<file path="src/ibr_consts.svh">
// constants of the board information register bank: indexes, slots, masks, result codes
`ifndef IBR_CONSTS_SVH
`define IBR_CONSTS_SVH

// parameter indexes seen by software (decimal 2000 .. 2300)
`define IBR_IDX_BOARD_TYPE 16'h07d0
`define IBR_IDX_HW_REV 16'h07da
`define IBR_IDX_EXP_REV 16'h07db
`define IBR_IDX_PROD_DATE 16'h07e4
`define IBR_IDX_SERIAL 16'h07ee
`define IBR_IDX_MAX_RATE 16'h0834
`define IBR_IDX_MEM_BYTES 16'h083e
`define IBR_IDX_OPTIONS 16'h0848
`define IBR_IDX_IRQ_LINE 16'h08fc

// rom word slots, in the order the loader fetches them
`define IBR_ROM_WORDS 8
`define IBR_ROM_LAST 3'h7
`define IBR_SLOT_TYPE 3'h0
`define IBR_SLOT_HW_REV 3'h1
`define IBR_SLOT_EXP_REV 3'h2
`define IBR_SLOT_DATE 3'h3
`define IBR_SLOT_SERIAL 3'h4
`define IBR_SLOT_RATE 3'h5
`define IBR_SLOT_MEM 3'h6
`define IBR_SLOT_OPTIONS 3'h7

// field layout of the hardware revision word
`define IBR_HWREV_BASE_MSB 15
`define IBR_HWREV_BASE_LSB 8
`define IBR_HWREV_MOD_MSB 7
`define IBR_HWREV_MOD_LSB 0

// production date: year in the top half, month in the low byte, byte 1 unused
`define IBR_DATE_KEEP 32'hffff_00ff

// installed option masks
`define IBR_OPT_MULTI_REPLAY 32'h0000_0001
`define IBR_OPT_DIGITAL_OUTPUTS 32'h0000_0002
`define IBR_OPT_GATED_REPLAY 32'h0000_0020
`define IBR_OPT_SYNCHRONIZATION 32'h0000_0200
`define IBR_OPT_TIMESTAMP 32'h0000_0400
`define IBR_OPT_HUB_MODULE 32'h0000_0800
`define IBR_OPT_EXTRA_IO 32'h0000_2000
`define IBR_OPT_AMPLIFIER_CAL 32'h0000_4000
`define IBR_OPT_DEFINED 32'h0000_6e23

// initialization result codes, zero means success
`define IBR_ERR_OK 8'h00
`define IBR_ERR_NOT_INIT 8'h01
`define IBR_ERR_BAD_TYPE 8'h02
`define IBR_ERR_HUB_NO_SYNC 8'h03

// reset values
`define IBR_WORD_RST 32'h0000_0000
`define IBR_IRQ_RST 8'h00

`endif

</file>
<file path="src/ibr_pkg.sv">
// types of the board information register bank
`include "ibr_consts.svh"
package ibr_pkg;
   typedef logic [31:0] ibr_word_t;
   typedef logic [7:0] ibr_code_t;
   typedef logic [2:0] ibr_slot_t;
   // gray-coded along idle, load, check, ready
   typedef enum logic [1:0] {
      IBR_IDLE = 2'b00,
      IBR_LOAD = 2'b01,
      IBR_CHECK = 2'b11,
      IBR_READY = 2'b10
   } ibr_fsm_t;
   typedef struct packed {
      ibr_fsm_t fsm;
      ibr_word_t [`IBR_ROM_WORDS-1:0] info;
      logic [7:0] irq;
      ibr_code_t result;
      logic done;
      logic ack;
      logic err;
      ibr_word_t rdata;
   } ibr_bank_t;
   typedef struct packed {
      logic busy;
      ibr_slot_t addr;
      logic vld;
      ibr_slot_t vidx;
      logic done;
   } ibr_load_t;
endpackage : ibr_pkg

</file>
<file path="src/ibr_info_bank.sv">
// board information register bank with rom load and parameter read port
`timescale 1ns/10ps
`include "ibr_consts.svh"
module ibr_info_bank #(
   // model codes, values are arbitrary
   parameter ibr_pkg::ibr_word_t MODEL_A_CODE = 32'h0000_0a01,
   parameter ibr_pkg::ibr_word_t MODEL_B_CODE = 32'h0000_0a02
) (
   // clock and reset
   input wire logic core_clk_i,
   input wire logic rst_i,
   // initialization
   input wire logic init_req_i,
   output logic init_busy_o,
   output logic init_done_o,
   output ibr_pkg::ibr_code_t init_result_o,
   // parameter access port
   input wire logic param_rd_i,
   input wire logic param_wr_i,
   input wire logic [15:0] param_idx_i,
   output logic param_ack_o,
   output logic param_err_o,
   output ibr_pkg::ibr_word_t param_rdata_o,
   // on-board rom
   output logic rom_rd_o,
   output ibr_pkg::ibr_slot_t rom_addr_o,
   input wire ibr_pkg::ibr_word_t rom_data_i,
   // interrupt line assigned at enumeration
   input wire logic [7:0] irq_line_i
);
   import ibr_pkg::*;

   ibr_bank_t st_r;
   ibr_bank_t st_nxt;
   logic load_start;
   logic load_done;
   logic word_vld;
   ibr_slot_t word_idx;
   logic init_take;
   logic bank_ok;
   ibr_code_t check_code;
   ibr_word_t opt_w;
   ibr_word_t rd_word;
   logic rd_hit;

   ////////////////////////////////////////////////////////////////////////////////
   // rom sequencer
   ibr_rom_loader u_loader (
      .core_clk_i(core_clk_i),
      .rst_i(rst_i),
      .start_i(load_start),
      .done_o(load_done),
      .rom_rd_o(rom_rd_o),
      .rom_addr_o(rom_addr_o),
      .word_vld_o(word_vld),
      .word_idx_o(word_idx)
   );

   ////////////////////////////////////////////////////////////////////////////////
   // requests while a load runs are dropped, a new load needs idle or ready
   assign init_take = init_req_i && ((st_r.fsm == IBR_IDLE) || (st_r.fsm == IBR_READY));
   assign load_start = init_take;
   assign bank_ok = (st_r.fsm == IBR_READY) && (st_r.result == `IBR_ERR_OK);
   assign opt_w = st_r.info[`IBR_SLOT_OPTIONS];

   // consistency check of the loaded words
   always_comb begin
      check_code = `IBR_ERR_OK;
      if ((st_r.info[`IBR_SLOT_TYPE] != MODEL_A_CODE) && (st_r.info[`IBR_SLOT_TYPE] != MODEL_B_CODE)) begin
         check_code = `IBR_ERR_BAD_TYPE;
      end else if (((opt_w & `IBR_OPT_HUB_MODULE) != 32'h0000_0000)
                   && ((opt_w & `IBR_OPT_SYNCHRONIZATION) == 32'h0000_0000)) begin
         check_code = `IBR_ERR_HUB_NO_SYNC;
      end
   end

   ////////////////////////////////////////////////////////////////////////////////
   // index decode: an if chain, unknown indexes miss
   always_comb begin
      rd_word = `IBR_WORD_RST;
      rd_hit = 1'b1;
      if (param_idx_i == `IBR_IDX_BOARD_TYPE) begin
         rd_word = st_r.info[`IBR_SLOT_TYPE];
      end else if (param_idx_i == `IBR_IDX_HW_REV) begin
         rd_word = st_r.info[`IBR_SLOT_HW_REV];
      end else if (param_idx_i == `IBR_IDX_EXP_REV) begin
         rd_word = st_r.info[`IBR_SLOT_EXP_REV];
      end else if (param_idx_i == `IBR_IDX_PROD_DATE) begin
         rd_word = st_r.info[`IBR_SLOT_DATE];
      end else if (param_idx_i == `IBR_IDX_SERIAL) begin
         rd_word = st_r.info[`IBR_SLOT_SERIAL];
      end else if (param_idx_i == `IBR_IDX_MAX_RATE) begin
         rd_word = st_r.info[`IBR_SLOT_RATE];
      end else if (param_idx_i == `IBR_IDX_MEM_BYTES) begin
         rd_word = st_r.info[`IBR_SLOT_MEM];
      end else if (param_idx_i == `IBR_IDX_OPTIONS) begin
         rd_word = opt_w;
      end else if (param_idx_i == `IBR_IDX_IRQ_LINE) begin
         rd_word = {24'h00_0000, st_r.irq};
      end else begin
         rd_hit = 1'b0;
      end
   end

   ////////////////////////////////////////////////////////////////////////////////
   // next state of the whole bank
   always_comb begin
      st_nxt = st_r;
      st_nxt.done = 1'b0;
      st_nxt.ack = 1'b0;
      st_nxt.err = 1'b0;
      st_nxt.irq = irq_line_i;
      case (st_r.fsm)
         IBR_IDLE: begin
            if (init_take) begin
               st_nxt.fsm = IBR_LOAD;
            end
         end
         IBR_LOAD: begin
            // the rom is the only source of the information words
            if (word_vld) begin
               if (word_idx == `IBR_SLOT_DATE) begin
                  st_nxt.info[word_idx] = rom_data_i & `IBR_DATE_KEEP;
               end else if (word_idx == `IBR_SLOT_OPTIONS) begin
                  st_nxt.info[word_idx] = rom_data_i & `IBR_OPT_DEFINED;
               end else begin
                  st_nxt.info[word_idx] = rom_data_i;
               end
            end
            if (load_done) begin
               st_nxt.fsm = IBR_CHECK;
            end
         end
         IBR_CHECK: begin
            st_nxt.result = check_code;
            st_nxt.done = 1'b1;
            st_nxt.fsm = IBR_READY;
         end
         IBR_READY: begin
            // a reload hides the old values until it has been checked again
            if (init_take) begin
               st_nxt.fsm = IBR_LOAD;
               st_nxt.result = `IBR_ERR_NOT_INIT;
            end
         end
         default: begin
            st_nxt.fsm = IBR_IDLE;
         end
      endcase
      // parameter port: writes are answered with an error and change nothing
      if (param_rd_i || param_wr_i) begin
         st_nxt.ack = 1'b1;
         st_nxt.rdata = `IBR_WORD_RST;
         if (param_wr_i) begin
            st_nxt.err = 1'b1;
         end else if (!bank_ok || !rd_hit) begin
            st_nxt.err = 1'b1;
         end else begin
            st_nxt.rdata = rd_word;
         end
      end
   end

   // state register
   always_ff @(posedge core_clk_i) begin
      if (rst_i) begin
         st_r.fsm <= IBR_IDLE;
         st_r.info <= '0;
         st_r.irq <= `IBR_IRQ_RST;
         st_r.result <= `IBR_ERR_NOT_INIT;
         st_r.done <= 1'b0;
         st_r.ack <= 1'b0;
         st_r.err <= 1'b0;
         st_r.rdata <= `IBR_WORD_RST;
      end else begin
         st_r <= st_nxt;
      end
   end

   ////////////////////////////////////////////////////////////////////////////////
   // outputs
   assign init_busy_o = (st_r.fsm == IBR_LOAD) || (st_r.fsm == IBR_CHECK);
   assign init_done_o = st_r.done;
   assign init_result_o = st_r.result;
   assign param_ack_o = st_r.ack;
   assign param_err_o = st_r.err;
   assign param_rdata_o = st_r.rdata;

   logic rd_ok;
   assign rd_ok = param_rd_i && !param_wr_i && bank_ok;
endmodule : ibr_info_bank

</file>
<file path="src/ibr_rom_loader.sv">
// sequencer that reads every information word from the on-board rom once
`timescale 1ns/10ps
`include "ibr_consts.svh"
module ibr_rom_loader (
   // clock and reset
   input wire logic core_clk_i,
   input wire logic rst_i,
   // control
   input wire logic start_i,
   output logic done_o,
   // rom side, data returns one cycle after the read
   output logic rom_rd_o,
   output ibr_pkg::ibr_slot_t rom_addr_o,
   // captured word
   output logic word_vld_o,
   output ibr_pkg::ibr_slot_t word_idx_o
);
   import ibr_pkg::*;

   ibr_load_t ld_r;
   ibr_load_t ld_nxt;

   ////////////////////////////////////////////////////////////////////////////////
   // next state: one read per cycle, last slot ends the run
   always_comb begin
      ld_nxt = ld_r;
      ld_nxt.vld = ld_r.busy;
      ld_nxt.vidx = ld_r.addr;
      ld_nxt.done = ld_r.busy && (ld_r.addr == `IBR_ROM_LAST);
      if (ld_r.busy) begin
         if (ld_r.addr == `IBR_ROM_LAST) begin
            ld_nxt.busy = 1'b0;
         end else begin
            ld_nxt.addr = ld_r.addr + 3'h1;
         end
      end else if (start_i) begin
         ld_nxt.busy = 1'b1;
         ld_nxt.addr = 3'h0;
      end
   end

   // state register
   always_ff @(posedge core_clk_i) begin
      if (rst_i) begin
         ld_r <= '0;
      end else begin
         ld_r <= ld_nxt;
      end
   end

   // outputs straight from the state
   assign rom_rd_o = ld_r.busy;
   assign rom_addr_o = ld_r.addr;
   assign word_vld_o = ld_r.vld;
   assign word_idx_o = ld_r.vidx;
   assign done_o = ld_r.done;
endmodule : ibr_rom_loader

</file>
<file path="config.mk">
export PLATFORM = sky130hd
export DESIGN_NAME = ibr_info_bank
export DESIGN_NICKNAME = d
export VERILOG_FILES = /design/src/ibr_pkg.sv /design/src/ibr_info_bank.sv /design/src/ibr_rom_loader.sv
export VERILOG_INCLUDE_DIRS = /design/src
export SDC_FILE = /design/constraint.sdc
export NUM_CORES = 1
export LEC_CHECK = 0
export ABC_AREA = 1
export ABC_CLOCK_PERIOD_IN_PS = 2200
export BUFFER_PORTS_ARGS = -buffer_cell sky130_fd_sc_hd__buf_4
export CAP_MARGIN = 0
export CORE_ASPECT_RATIO = 0.8
export CORE_MARGIN = 2
export CORE_UTILIZATION = 50
export CTS_BUF_LIST = sky130_fd_sc_hd__clkbuf_8
export CTS_CLUSTER_SIZE = 30
export DETAILED_ROUTE_END_ITERATION = 12
export PLACE_DENSITY = 0.68
export RECOVER_POWER = 100
export SLEW_MARGIN = 10
export SYNTH_ARGS = -nofsm -noshare
export SYNTH_HDL_FRONTEND = slang
export SYNTH_SLANG_ARGS = --single-unit
</file>
<file path="constraint.sdc">
create_clock -name core_clk_i -period 2.2 [get_ports core_clk_i]
set_input_delay 0.33 -clock core_clk_i [delete_from_list [all_inputs] [get_ports core_clk_i]]
set_output_delay 0.33 -clock core_clk_i [all_outputs]
set_load 0.005 [all_outputs]
</file>
## After elaboration in Yosys (flattened, before gate mapping)

Cells that the tools add are included.

| word-level totals | value |
|---|---|
| register bits after elaboration | 318 |
| output and inout port bits | 48 |
| word-level logic and storage cells | 110 |

| operators by class | value |
|---|---|
| add/sub/neg operators | 1 |
| magnitude comparators | 2 |
| equal/unequal tests | 21 |
| muxes and demuxes | 42 |
| bitwise gates (word level) | 1 |
| reduce and logical (&&, ||, !) cells | 23 |

Operator list:

| operator | count |
|---|---|
| 256-bit bitwise mux | 3 |
| 256-bit 2-to-1 mux | 2 |
| 32-bit 2-to-1 mux | 11 |
| 32-bit demux with 3-bit select | 1 |
| 16-bit by 11-bit equality test with 1-bit output (second input constant) | 5 |
| 16-bit by 12-bit equality test with 1-bit output (second input constant) | 4 |
| 32-bit by 12-bit inequality test with 1-bit output (second input constant) | 2 |
| 34-bit 2-to-1 mux | 1 |
| 32-bit logical NOT | 1 |
| 8-bit 2-to-1 mux | 3 |
| 8-bit one-hot mux with 2 select lines | 1 |
| 1-bit 2-to-1 mux | 13 |
| 8-bit logical NOT | 1 |
| 4-bit 2-to-1 mux | 2 |
| 2-bit AND reduction | 4 |
| 3-bit equality test (second input constant) | 2 |
| 1-bit logical AND | 6 |
| 2-bit 2-to-1 mux | 3 |
| 2-bit one-hot mux with 3 select lines | 1 |
| 2-bit equality test (second input constant) | 2 |
| 1-bit logical OR | 4 |
| 3-bit by 4-bit < comparator with 1-bit output (second input constant) | 1 |
| 2-bit by 1-bit inequality test with 1-bit output (second input constant) | 2 |
| 2-bit inequality test (second input constant) | 2 |
| 10 further kinds | 13 |

## Depth between registers and ports, before layout

Gate-level depths: netlist (run 1).

| depth | value |
|---|---|
| depth in word-level cells | 15 |
| depth in mapped cells | 15 |
| gate-level depth less buffers | 14 |

## Cells and area by module

From an unflattened synthesis (run 1), not the netlist that was laid out.

| second synthesis, totals | value |
|---|---|
| cell total of the unflattened synthesis | 2,028 |
| area total of the unflattened synthesis | 13,969.6 sq um |

By module, submodules not included:

| module | instances | cells an instance | area each (sq um) | seq. area each (sq um) |
|---|---|---|---|---|
| ibr_info_bank | 1 | 1,987 | 13,633.1 | 6,065.8 |
| ibr_rom_loader | 1 | 41 | 336.6 | 180.2 |

## Worst setup path before layout (run 1)

Ideal clock, no wire load.

| timing path | value |
|---|---|
| path type | input to register |
| from | input param_idx_i[15] |
| to | register st_r (netlist bit param_rdata_o[20]) |
| setup time | 0.136 ns |
| arrival time | 1.617 ns |
| path slack | 0.447 ns |
| stages | 9 |
| path buffers | 1 |
| cells stage by stage | nor2_1 nand2_2 nor2_8 nand4_1 nand2_2 clkbuf_1 a21oi_1 nand2_1 a21oi_2 |

| on the way | value |
|---|---|
| cells in the longest elaborated chain, start to end | 14 |
| elaborated cells on any way between the ends | 30 |
| classes of those cells | eq/ne (9); mux (19); reduce/logical (2) |

RTL lines:

| item | line | RTL |
|---|---|---|
| start, declared | ibr_info_bank.sv:20 | `input wire logic [15:0] param_idx_i,` |
| 16-bit by 12-bit equality test with 1-bit output (no line) | n/a |  |
| 1-bit 2-to-1 mux | ibr_info_bank.sv:98 | `` end else if (param_idx_i == `IBR_IDX_IRQ_LINE) begin `` |
| 1-bit 2-to-1 mux | ibr_info_bank.sv:96 | `` end else if (param_idx_i == `IBR_IDX_OPTIONS) begin `` |
| 1-bit 2-to-1 mux | ibr_info_bank.sv:94 | `` end else if (param_idx_i == `IBR_IDX_MEM_BYTES) begin `` |
| 1-bit 2-to-1 mux | ibr_info_bank.sv:92 | `` end else if (param_idx_i == `IBR_IDX_MAX_RATE) begin `` |
| 1-bit 2-to-1 mux | ibr_info_bank.sv:90 | `` end else if (param_idx_i == `IBR_IDX_SERIAL) begin `` |
| 1-bit 2-to-1 mux | ibr_info_bank.sv:88 | `` end else if (param_idx_i == `IBR_IDX_PROD_DATE) begin `` |
| 1-bit 2-to-1 mux | ibr_info_bank.sv:86 | `` end else if (param_idx_i == `IBR_IDX_EXP_REV) begin `` |
| 1-bit 2-to-1 mux | ibr_info_bank.sv:84 | `` end else if (param_idx_i == `IBR_IDX_HW_REV) begin `` |
| 1-bit 2-to-1 mux | ibr_info_bank.sv:82 | `` if (param_idx_i == `IBR_IDX_BOARD_TYPE) begin `` |
| 1-bit logical NOT | ibr_info_bank.sv:156 | `end else if (!bank_ok \|\| !rd_hit) begin` |
| 1-bit logical OR | ibr_info_bank.sv:156 |  |
| 32-bit 2-to-1 mux (*) | ibr_info_bank.sv:156 |  |
| 32-bit 2-to-1 mux (*) | ibr_info_bank.sv:154 | `if (param_wr_i) begin` |
| end signal, assigned | ibr_info_bank.sv:176 | `st_r <= st_nxt;` |
| end, declared | ibr_info_bank.sv:33 | `ibr_bank_t st_r;` |

Every way passes the cells marked *; elsewhere a longest branch is shown, timed or not.
A chain may end at the register's enable or synchronous reset.

## Final worst setup path (run 1)

| timing path | value |
|---|---|
| from | register st_r[308] (netlist bit) |
| to | register st_r[175] (netlist bit) |

| on the way | value |
|---|---|
| cells in the longest elaborated chain, start to end | 2 |

RTL lines:

| item | line | RTL |
|---|---|---|
| 2-bit by 1-bit equality test with 1-bit output | ibr_info_bank.sv:113 | `case (st_r.fsm)` |
| 2-bit AND reduction (no line) | n/a |  |

No other way between the ends.

==> results of run 1 <==
[power groups by stage]
stage	clock network, mW	logic, mW	registers [mW]
finish	4.82	0.534	5.72
global route	5.15	0.587	5.72
CTS	4.91	0.536	5.72
detailed placement	0	0.523	5.84
global placement	0	0.516	5.84
floorplan	0	0.262	5.83
[sequential cells by signal, summed over array words and instances (netlist names)]
| signal | count |
|---|---|
| u_loader.done_o | 1 |
| u_loader.rom_addr_o | 3 |
| st_r | 234 |
| param_rdata_o | 32 |
| param_ack_o | 1 |
| opt_w | 32 |
| param_err_o | 1 |
| init_done_o | 1 |
| u_loader.word_vld_o | 1 |
| u_loader.rom_rd_o | 1 |
| init_result_o | 2 |
| u_loader.word_idx_o | 3 |
[metrics by stage]
step	setup TNS (ps)	instances	power [mW]
global route	-242	2393	11.5
finish	0	2393	11.1
CTS	0	2393	11.2
global placement	0	2299	6.36
floorplan	0	1927	6.09
detailed placement	-49.6	2299	6.36
[synth_stat cells]
library cell,count
sky130_fd_sc_hd__buf_6,3
sky130_fd_sc_hd__and2_2,1
sky130_fd_sc_hd__o211ai_1,7
sky130_fd_sc_hd__nand3_1,41
sky130_fd_sc_hd__dfxtp_1,312
sky130_fd_sc_hd__o21bai_1,6
sky130_fd_sc_hd__a21oi_1,155
sky130_fd_sc_hd__o22ai_1,5
sky130_fd_sc_hd__clkbuf_1,90
sky130_fd_sc_hd__nor3b_1,1
sky130_fd_sc_hd__inv_1,141
sky130_fd_sc_hd__clkinv_1,3
sky130_fd_sc_hd__nor4_1,7
sky130_fd_sc_hd__nand4_1,21
sky130_fd_sc_hd__nor2_4,3
sky130_fd_sc_hd__nor2_8,1
sky130_fd_sc_hd__buf_1,3
sky130_fd_sc_hd__nor3_1,17
sky130_fd_sc_hd__nand2_2,6
sky130_fd_sc_hd__a211oi_1,3
sky130_fd_sc_hd__a21oi_2,18
sky130_fd_sc_hd__ha_1,2
sky130_fd_sc_hd__nand4_2,1
sky130_fd_sc_hd__or2_2,3
sky130_fd_sc_hd__a32o_1,2
sky130_fd_sc_hd__a311oi_1,4
sky130_fd_sc_hd__nor2_2,2
sky130_fd_sc_hd__conb_1,1
sky130_fd_sc_hd__o21ai_0,251
sky130_fd_sc_hd__buf_4,46
sky130_fd_sc_hd__a221oi_1,27
sky130_fd_sc_hd__nand2_1,306
sky130_fd_sc_hd__nand3_2,9
sky130_fd_sc_hd__nor3_2,5
sky130_fd_sc_hd__inv_2,14
sky130_fd_sc_hd__o21ai_1,26
sky130_fd_sc_hd__buf_2,15
sky130_fd_sc_hd__mux2i_1,3
sky130_fd_sc_hd__nor2_1,352
sky130_fd_sc_hd__nand2_4,1
sky130_fd_sc_hd__nand3_4,1
sky130_fd_sc_hd__nand3b_1,7
[critical path: stages (launching register included)]
cell	delay (ps)
sky130_fd_sc_hd__dfxtp_1	350
sky130_fd_sc_hd__inv_1	100
sky130_fd_sc_hd__nand3_2	120
sky130_fd_sc_hd__inv_1	210
sky130_fd_sc_hd__nand3_1	280
sky130_fd_sc_hd__nor2_2	230
sky130_fd_sc_hd__inv_1	390
sky130_fd_sc_hd__nor2_1	220
sky130_fd_sc_hd__nor2_1	80
[per-layer routing]
| layer | share of wire | vias to the layer above | global-route usage |
|---|---|---|---|
| li1 | - | 6388 | - |
| met2 | 0.47 | 457 | 0.457 |
| met1 | 0.43 | 6003 | 0.353 |
| met5 | 0 | - | 0 |
| met3 | 0.064 | 101 | 0.0447 |
| met4 | 0.031 | 0 | 0.0989 |
[final cells by class]
type,count,share of cell area
flip-flops and latches,312,0.394
multi-input cells,1300,0.388
repair buffers,173,0.0923
clock buffers,60,0.0520
inverters,158,0.0375
well taps,364,0.0287
clock inverters,26,0.00828
[logic make-up (layout without fill, tap and decap cells)]
group / after synthesis / after routing
AO/OA/AOI/OAI: 504 / 504
AND/OR/NAND/NOR: 785 / 785
multiplexers: 3 / 3
flip-flops: 312 / 312
buffers and inverters: 315 / 417
other: 1 / 6
adder cells (fa/ha/maj): 2 / 2
[cells in the final DEF (no fill, tap or decap), types with 2 or more instances in the layout]
master / n
sky130_fd_sc_hd__o21ai_1: 26
sky130_fd_sc_hd__inv_2: 13
sky130_fd_sc_hd__nor3_1: 17
sky130_fd_sc_hd__nor2_4: 2
sky130_fd_sc_hd__or2_2: 3
sky130_fd_sc_hd__a221oi_1: 27
sky130_fd_sc_hd__o22ai_1: 5
sky130_fd_sc_hd__nor4_1: 7
sky130_fd_sc_hd__nor2_1: 349
sky130_fd_sc_hd__mux2i_1: 3
sky130_fd_sc_hd__nor3_2: 5
sky130_fd_sc_hd__a211oi_1: 3
sky130_fd_sc_hd__clkbuf_4: 49
sky130_fd_sc_hd__clkinv_2: 3
sky130_fd_sc_hd__nand3_1: 41
sky130_fd_sc_hd__o211ai_1: 7
sky130_fd_sc_hd__buf_4: 93
sky130_fd_sc_hd__o21bai_1: 6
sky130_fd_sc_hd__a32o_1: 2
sky130_fd_sc_hd__clkbuf_8: 60
sky130_fd_sc_hd__dfxtp_1: 312
sky130_fd_sc_hd__a311oi_1: 4
sky130_fd_sc_hd__buf_12: 14
sky130_fd_sc_hd__conb_1: 6
sky130_fd_sc_hd__o21ai_0: 251
sky130_fd_sc_hd__nand3b_1: 7
sky130_fd_sc_hd__a21oi_2: 18
sky130_fd_sc_hd__nand3_2: 9
sky130_fd_sc_hd__dlygate4sd3_1: 8
sky130_fd_sc_hd__inv_1: 161
sky130_fd_sc_hd__ha_1: 2
sky130_fd_sc_hd__clkbuf_2: 3
sky130_fd_sc_hd__nand4_1: 21
sky130_fd_sc_hd__nand2_2: 6
sky130_fd_sc_hd__nand2_1: 306
sky130_fd_sc_hd__nor2_2: 6
sky130_fd_sc_hd__a21oi_1: 155
sky130_fd_sc_hd__clkinv_1: 4
sky130_fd_sc_hd__clkbuf_1: 6
[timing repair]
action | 4_1_cts | 5_1_grt
endpoints found under the hold margin | 8 | 0
hold buffers | 8 | 0
setup endpoints to repair | 0 | 12
resized for setup | 0 | 1
[worst paths after layout]
| kind | cells after the start | to | from | slack (ps) |
|---|---|---|---|---|
| worst min register to register | 2 | st_r[155]$_SDFFE_PP0P_ | st_r[155]$_SDFFE_PP0P_ | 440 |
| worst min-delay path | 3 | st_r[307]$_SDFFE_PP0P_ | init_req_i | 50 |
| worst max-delay path | 8 | st_r[175]$_SDFFE_PP0P_ | st_r[308]$_SDFFE_PP0P_ | 130 |
| worst max register to register | 8 | st_r[175]$_SDFFE_PP0P_ | st_r[308]$_SDFFE_PP0P_ | 130 |
==> metrics.txt, run 1 <==
# TYPE chip_impl_metric gauge
chip_impl_metric{name="fin_skew",unit="ps"} 13.2
chip_impl_metric{name="num_vias",unit=""} 12900
chip_impl_metric{name="timing_hold_violations_final",unit=""} 0
chip_impl_metric{name="final.hold.worst_slack",unit="ps"} 53.1
chip_impl_metric{name="internal_power",unit="mW"} 8.43
chip_impl_metric{name="final_core_utilization",unit=""} 0.584
chip_impl_metric{name="power.net_switching",unit="mW"} 2.64
chip_impl_metric{name="timing.final.ws_setup",unit="ps"} 127
chip_impl_metric{name="cts_h_tree_depth",unit=""} 2
chip_impl_info{name="cts_tree",value="built"} 1
chip_impl_metric{name="timing_max_transition_violations_final",unit=""} 0
chip_impl_metric{name="viasPerCell",unit=""} 5.41
chip_impl_info{name="status",value="completed"} 1
chip_impl_metric{name="synth_area",unit="um2"} 13800
chip_impl_metric{name="grt_max_degree",unit=""} 102
chip_impl_metric{name="yosysWarnings",unit=""} 0
chip_impl_metric{name="area_growth_syn_to_layout",unit="%"} 15.2
chip_impl_metric{name="layout.nets",unit=""} 2057
chip_impl_metric{name="postSynthRegisterBits",unit=""} 312
chip_impl_metric{name="globalRoute.totalOverflow",unit=""} 0
chip_impl_metric{name="fraction_of_final_layout_cells_with_drive_strength_greater_than_1",unit=""} 0.144
chip_impl_metric{name="cts_setup_buffers",unit=""} 0
chip_impl_metric{name="crit_path_max_fanout",unit=""} 21
chip_impl_metric{name="comb_power_share",unit=""} 0.048
chip_impl_metric{name="finalCriticalPeriod",unit="ps"} 2070
chip_impl_metric{name="timing.max_cap.violations",unit=""} 0
chip_impl_metric{name="place_ws",unit="ps"} -36.6
chip_impl_metric{name="yosysSeqAreaShare",unit=""} 0.454
chip_impl_metric{name="power.switching_fraction",unit=""} 0.239
chip_impl_metric{name="starting_density",unit=""} 0.507
chip_impl_metric{name="yosys.area.top_type_share",unit=""} 0.454
chip_impl_metric{name="seq_area",unit="um2"} 6250
chip_impl_metric{name="drc_errors",unit=""} 0
chip_impl_metric{name="ant_nets",unit=""} 0
chip_impl_info{name="setup.worst_path.end_class",value="register"} 1
chip_impl_metric{name="multiInputGateArea",unit="um2"} 6150
chip_impl_metric{name="clk-insertion-delay-late",unit="ps"} 590
chip_impl_metric{name="grt_usage",unit=""} 0.272
chip_impl_metric{name="fillers",unit=""} 2625
chip_impl_metric{name="dpl_cell_area",unit="um2"} 14900
chip_impl_info{name="netlist.top_cell.by_area",value="sky130_fd_sc_hd__dfxtp_1"} 1
chip_impl_metric{name="crit_required",unit="ps"} 2670
chip_impl_metric{name="period_share",unit=""} 0.942
chip_impl_metric{name="layout.cell_area.non_filler",unit="um2"} 15900
chip_impl_metric{name="chipHeight",unit="um"} 152
chip_impl_metric{name="report.final.setup_viol",unit=""} 0
chip_impl_metric{name="place_congestion",unit=""} 0.929
chip_impl_metric{name="timing_worst_slew_pin_value",unit="ps"} 981
chip_impl_metric{name="wire_length_of_the_first_global_routing_pass",unit="um"} 63000
chip_impl_metric{name="clk_pin_slew_worst_paths",unit="ps"} 60
chip_impl_metric{name="io_pins",unit=""} 109
chip_impl_metric{name="fp.dieW",unit="um"} 190
chip_impl_metric{name="syn-instance-count",unit=""} 1922
chip_impl_metric{name="vdd_ir_drop_max",unit="uV"} 415
chip_impl_metric{name="grt_antenna_before_repair",unit=""} 0
chip_impl_metric{name="post_synth_fa_ha_maj_area_fraction",unit=""} 0.00182
chip_impl_metric{name="cts-root-to-sink-buffers",unit=""} 3
chip_impl_metric{name="coreArea",unit="um2"} 27200
chip_impl_metric{name="die_area",unit="um2"} 28900
chip_impl_metric{name="num_antenna_cells",unit=""} 0
chip_impl_metric{name="buffer_ports.inserted",unit=""} 102
chip_impl_metric{name="synthSimpleGateAreaFrac",unit=""} 0.240
chip_impl_metric{name="power_density",unit="nW/um2"} 698
chip_impl_metric{name="power.sequential.fraction",unit=""} 0.516
chip_impl_metric{name="critPathArrivalTime",unit="ps"} 2540
chip_impl_metric{name="synth.area.mux_share",unit=""} 0.00218
chip_impl_metric{name="number_of_drc_violations_after_detailed_routing_iteration_0",unit=""} 1086
chip_impl_metric{name="route.final.wire_length",unit="um"} 39800
chip_impl_metric{name="postSynthAreaPerCell",unit="um2"} 7.16
chip_impl_metric{name="synth_xor_xnor_area_share",unit=""} 0
chip_impl_info{name="synth_top_family_by_area",value="simple AND/OR/NAND/NOR gates"} 1
chip_impl_metric{name="slew-limit-headroom",unit=""} 0.345
chip_impl_info{name="holdCritPathClass",value="in2reg"} 1
chip_impl_info{name="setup.worst_path.start_class",value="register"} 1
chip_impl_metric{name="place.detailed.hpwl",unit="um"} 27300
chip_impl_metric{name="cts_sinks",unit=""} 312
chip_impl_metric{name="detail_route.wl_per_cell",unit="um"} 16.6
chip_impl_metric{name="std_cell_rows",unit=""} 54
chip_impl_metric{name="power.leakage",unit="nW"} 6.45
chip_impl_info{name="unrepaired_setup_endpoints_after_global_routing",value="yes"} 1
chip_impl_metric{name="synth_cell_type_count",unit=""} 42
chip_impl_info{name="path_class",value="reg2reg"} 1
chip_impl_metric{name="drt_first_pass_iters",unit=""} 6
chip_impl_metric{name="pwr-share-clk",unit=""} 0.436
chip_impl_info{name="clock-root-buffer",value="sky130_fd_sc_hd__clkbuf_8"} 1
chip_impl_metric{name="synth_compound_gate_area_share",unit=""} 0.201
chip_impl_info{name="yosys-top-cells-area",value="sky130_fd_sc_hd__dfxtp_1, sky130_fd_sc_hd__nor2_1, sky130_fd_sc_hd__o21ai_0"} 1
chip_impl_metric{name="timing.fmax",unit="MHz"} 482
chip_impl_metric{name="cts_made_buffers",unit=""} 49
chip_impl_metric{name="first_global_vias",unit=""} 12000
Note: power is estimated with default switching activity, not from simulation.
==> run 2: changes to the inputs <==
BUFFER_PORTS_ARGS = -buffer_cell sky130_fd_sc_hd__buf_2   (was -buffer_cell sky130_fd_sc_hd__buf_4)
==> run 2 against run 1 <==
Highest routed layer is now met5; count of clock-buffer cells in the layout down 3; clock power down 6.8%; cell area down 2.4%; setup slack better by 72 ps; register-to-register slack better by 70 ps; the run now ends with capacitance limit, slew limit left; flip-flop and latch count unchanged; critical path type unchanged.
==> metrics.txt, run 2 (synthesis results as in run 1) <==
# TYPE chip_impl_metric gauge
chip_impl_metric{name="setup.reg_to_reg.worst_slack",unit="ps"} 200
chip_impl_metric{name="place.detailed.hpwl",unit="um"} 27700
chip_impl_metric{name="timing_worst_slew_pin_value",unit="ps"} 1820
chip_impl_metric{name="die_area",unit="um2"} 28900
chip_impl_metric{name="drc_errors",unit=""} 0
chip_impl_metric{name="timing.final.ws_setup",unit="ps"} 200
chip_impl_metric{name="final.hold.worst_slack",unit="ps"} 92.7
chip_impl_metric{name="place_congestion",unit=""} 0.904
chip_impl_metric{name="coreArea",unit="um2"} 27200
chip_impl_metric{name="globalRoute.totalOverflow",unit=""} 0
chip_impl_metric{name="fraction_of_final_layout_cells_with_drive_strength_greater_than_1",unit=""} 0.132
chip_impl_metric{name="starting_density",unit=""} 0.507
chip_impl_metric{name="worst_hold_path.num_cells",unit=""} 3
chip_impl_info{name="rr_endpoint",value="opt_w[1]$_SDFFE_PP0P_"} 1
chip_impl_metric{name="grt_antenna_before_repair",unit=""} 3
chip_impl_info{name="unrepaired_setup_endpoints_after_global_routing",value="no"} 1
chip_impl_info{name="timing.hold.worst.start",value="rom_data_i[29]"} 1
chip_impl_metric{name="grt_max_degree",unit=""} 102
chip_impl_info{name="path_class",value="reg2reg"} 1
chip_impl_metric{name="drt_first_pass_iters",unit=""} 5
chip_impl_metric{name="fin_skew",unit="ps"} 17.5
chip_impl_metric{name="cts-root-to-sink-buffers",unit=""} 3
chip_impl_metric{name="number_of_drc_violations_after_detailed_routing_iteration_0",unit=""} 1076
chip_impl_metric{name="post_cts_hold_buffer_count",unit=""} 8
chip_impl_metric{name="cts_resized",unit=""} 0
chip_impl_info{name="status",value="finished with violations"} 1
chip_impl_metric{name="detail_route.wl_per_cell",unit="um"} 16.7
chip_impl_metric{name="io_pins",unit=""} 109
chip_impl_metric{name="num_antenna_cells",unit=""} 0
chip_impl_metric{name="cts_h_tree_depth",unit=""} 2
chip_impl_metric{name="ant_nets",unit=""} 0
chip_impl_metric{name="layout.nets",unit=""} 2066
chip_impl_metric{name="timing.fmax",unit="MHz"} 500
chip_impl_metric{name="vdd_ir_drop_max",unit="uV"} 558
chip_impl_metric{name="rr_worst_depth",unit=""} 7
chip_impl_metric{name="timing.max_cap.violations",unit=""} 1
chip_impl_metric{name="fp.dieW",unit="um"} 190
chip_impl_metric{name="layout.cell_area.non_filler",unit="um2"} 15500
chip_impl_metric{name="wire_length_of_the_first_global_routing_pass",unit="um"} 63600
chip_impl_metric{name="chipHeight",unit="um"} 152
chip_impl_metric{name="crit_required",unit="ps"} 2630
chip_impl_metric{name="viasPerCell",unit=""} 5.45
chip_impl_metric{name="crit_path_max_fanout",unit=""} 11
chip_impl_info{name="clock-root-buffer",value="sky130_fd_sc_hd__clkbuf_8"} 1
chip_impl_info{name="registers.top_by_ff_count",value="st_r"} 1
chip_impl_metric{name="route.final.wire_length",unit="um"} 40000
chip_impl_info{name="launching_point_of_the_worst_reg2reg_path",value="u_loader.word_idx_o[1]$_SDFF_PP0_"} 1
chip_impl_metric{name="power.leakage",unit="nW"} 6.30
chip_impl_metric{name="largest_register_ffs",unit=""} 234
chip_impl_metric{name="timing_hold_violations_final",unit=""} 0
chip_impl_metric{name="grt_usage",unit=""} 0.273
chip_impl_info{name="setup.worst_path.start_class",value="register"} 1
chip_impl_info{name="failing_checks",value="capacitance limit, slew limit"} 1
chip_impl_metric{name="std_cell_rows",unit=""} 54
chip_impl_info{name="holdCritPathClass",value="in2reg"} 1
chip_impl_info{name="cts_tree",value="built"} 1
chip_impl_metric{name="clk_pin_slew_worst_paths",unit="ps"} 60
chip_impl_metric{name="finalCriticalPeriod",unit="ps"} 2000
chip_impl_metric{name="first_global_vias",unit=""} 12300
chip_impl_info{name="min_to",value="st_r[272]$_SDFFE_PP0P_"} 1
chip_impl_metric{name="period_share",unit=""} 0.909
chip_impl_metric{name="dpl_cell_area",unit="um2"} 14700
chip_impl_metric{name="cts_made_buffers",unit=""} 48
chip_impl_metric{name="num_vias",unit=""} 13000
chip_impl_metric{name="report.final.setup_viol",unit=""} 0
chip_impl_metric{name="timing_max_transition_violations_final",unit=""} 36
chip_impl_metric{name="clk-insertion-delay-late",unit="ps"} 560
chip_impl_metric{name="slew-limit-headroom",unit=""} -0.211
chip_impl_metric{name="area_growth_syn_to_layout",unit="%"} 12.4
chip_impl_info{name="layout.cells.most_common_list",value="sky130_fd_sc_hd__nor2_1, sky130_fd_sc_hd__dfxtp_1, sky130_fd_sc_hd__nand2_1, sky130_fd_sc_hd__o21ai_0, sky130_fd_sc_hd__inv_1"} 1
chip_impl_metric{name="cts_setup_buffers",unit=""} 0
chip_impl_metric{name="place_ws",unit="ps"} -46.5
chip_impl_metric{name="buffer_ports.inserted",unit=""} 102
chip_impl_metric{name="setup_total_negative_slack",unit="ps"} 0
chip_impl_metric{name="power_density",unit="nW/um2"} 691
chip_impl_metric{name="cts_sinks",unit=""} 312
chip_impl_info{name="layout_commonest_cell",value="sky130_fd_sc_hd__nor2_1"} 1
chip_impl_metric{name="critPathArrivalTime",unit="ps"} 2430
chip_impl_info{name="setup.worst_path.end_class",value="register"} 1
==> run 2: layer usage <==
metal | track usage | part of all wire
met5 | 0 | 0.00078
met4 | 0.124 | 0.041
met3 | 0.0433 | 0.060
met2 | 0.453 | 0.47
met1 | 0.351 | 0.43
==> run 2: per-stage QoR <==
step                      utilization  cells  total power, mW
after detailed placement        0.540   2309             6.33
after CTS                       0.574   2393             10.8
after global routing            0.570   2393             11.1
after floorplan                     -   1927             6.09
after global placement          0.540   2309             6.32
final                           0.570   2393             10.7
==> run 2: critical path, stage by stage (launching register included) <==
cell and delay (ps):
sky130_fd_sc_hd__dfxtp_1 460, sky130_fd_sc_hd__nand2_1 140, sky130_fd_sc_hd__nor2_1 240, sky130_fd_sc_hd__inv_1 200, sky130_fd_sc_hd__nor2_1 290, sky130_fd_sc_hd__inv_1 270
sky130_fd_sc_hd__o21ai_0 230, sky130_fd_sc_hd__a21oi_1 60
==> run 2: layout make-up <==
cell class	instances	area [um2]
Fill cell	2682	11700
Multi-Input combinational cell	1300	6130
Timing Repair Buffer	183	1200
Inverter	158	596
Tap cell	364	455
Clock inverter	19	76.3
Clock buffer	57	785
Sequential cell	312	6250
==> run 2: how the worst max path moves through the flow <==
stage / startpoint / end / slack [ps] / cells after the start
finish: u_loader.word_idx_o[1]$_SDFF_PP0_ / opt_w[1]$_SDFFE_PP0P_ / 200 / 7
global route: st_r[307]$_SDFFE_PP0P_ / st_r[147]$_SDFFE_PP0P_ / 30 / 7
CTS: u_loader.word_idx_o[1]$_SDFF_PP0_ / st_r[274]$_SDFFE_PP0P_ / 290 / 7
detailed placement: param_idx_i[15] / param_rdata_o[11]$_SDFFE_PP0N_ / -50 / 13
global placement: param_idx_i[15] / param_rdata_o[20]$_SDFFE_PP0N_ / -20 / 13
floorplan: param_idx_i[15] / param_rdata_o[20]$_SDFFE_PP0N_ / 450 / 9
==> run 2: power breakdown <==
| group | leakage (nW) | internal (mW) | total, mW | switching, mW |
|---|---|---|---|---|
| clock network | 0.505 | 2.31 | 4.49 | 2.18 |
| registers | 2.52 | 5.69 | 5.71 | 0.0237 |
| logic | 3.28 | 0.145 | 0.498 | 0.353 |
| total | 6.30 | 8.15 | 10.7 | 2.56 |
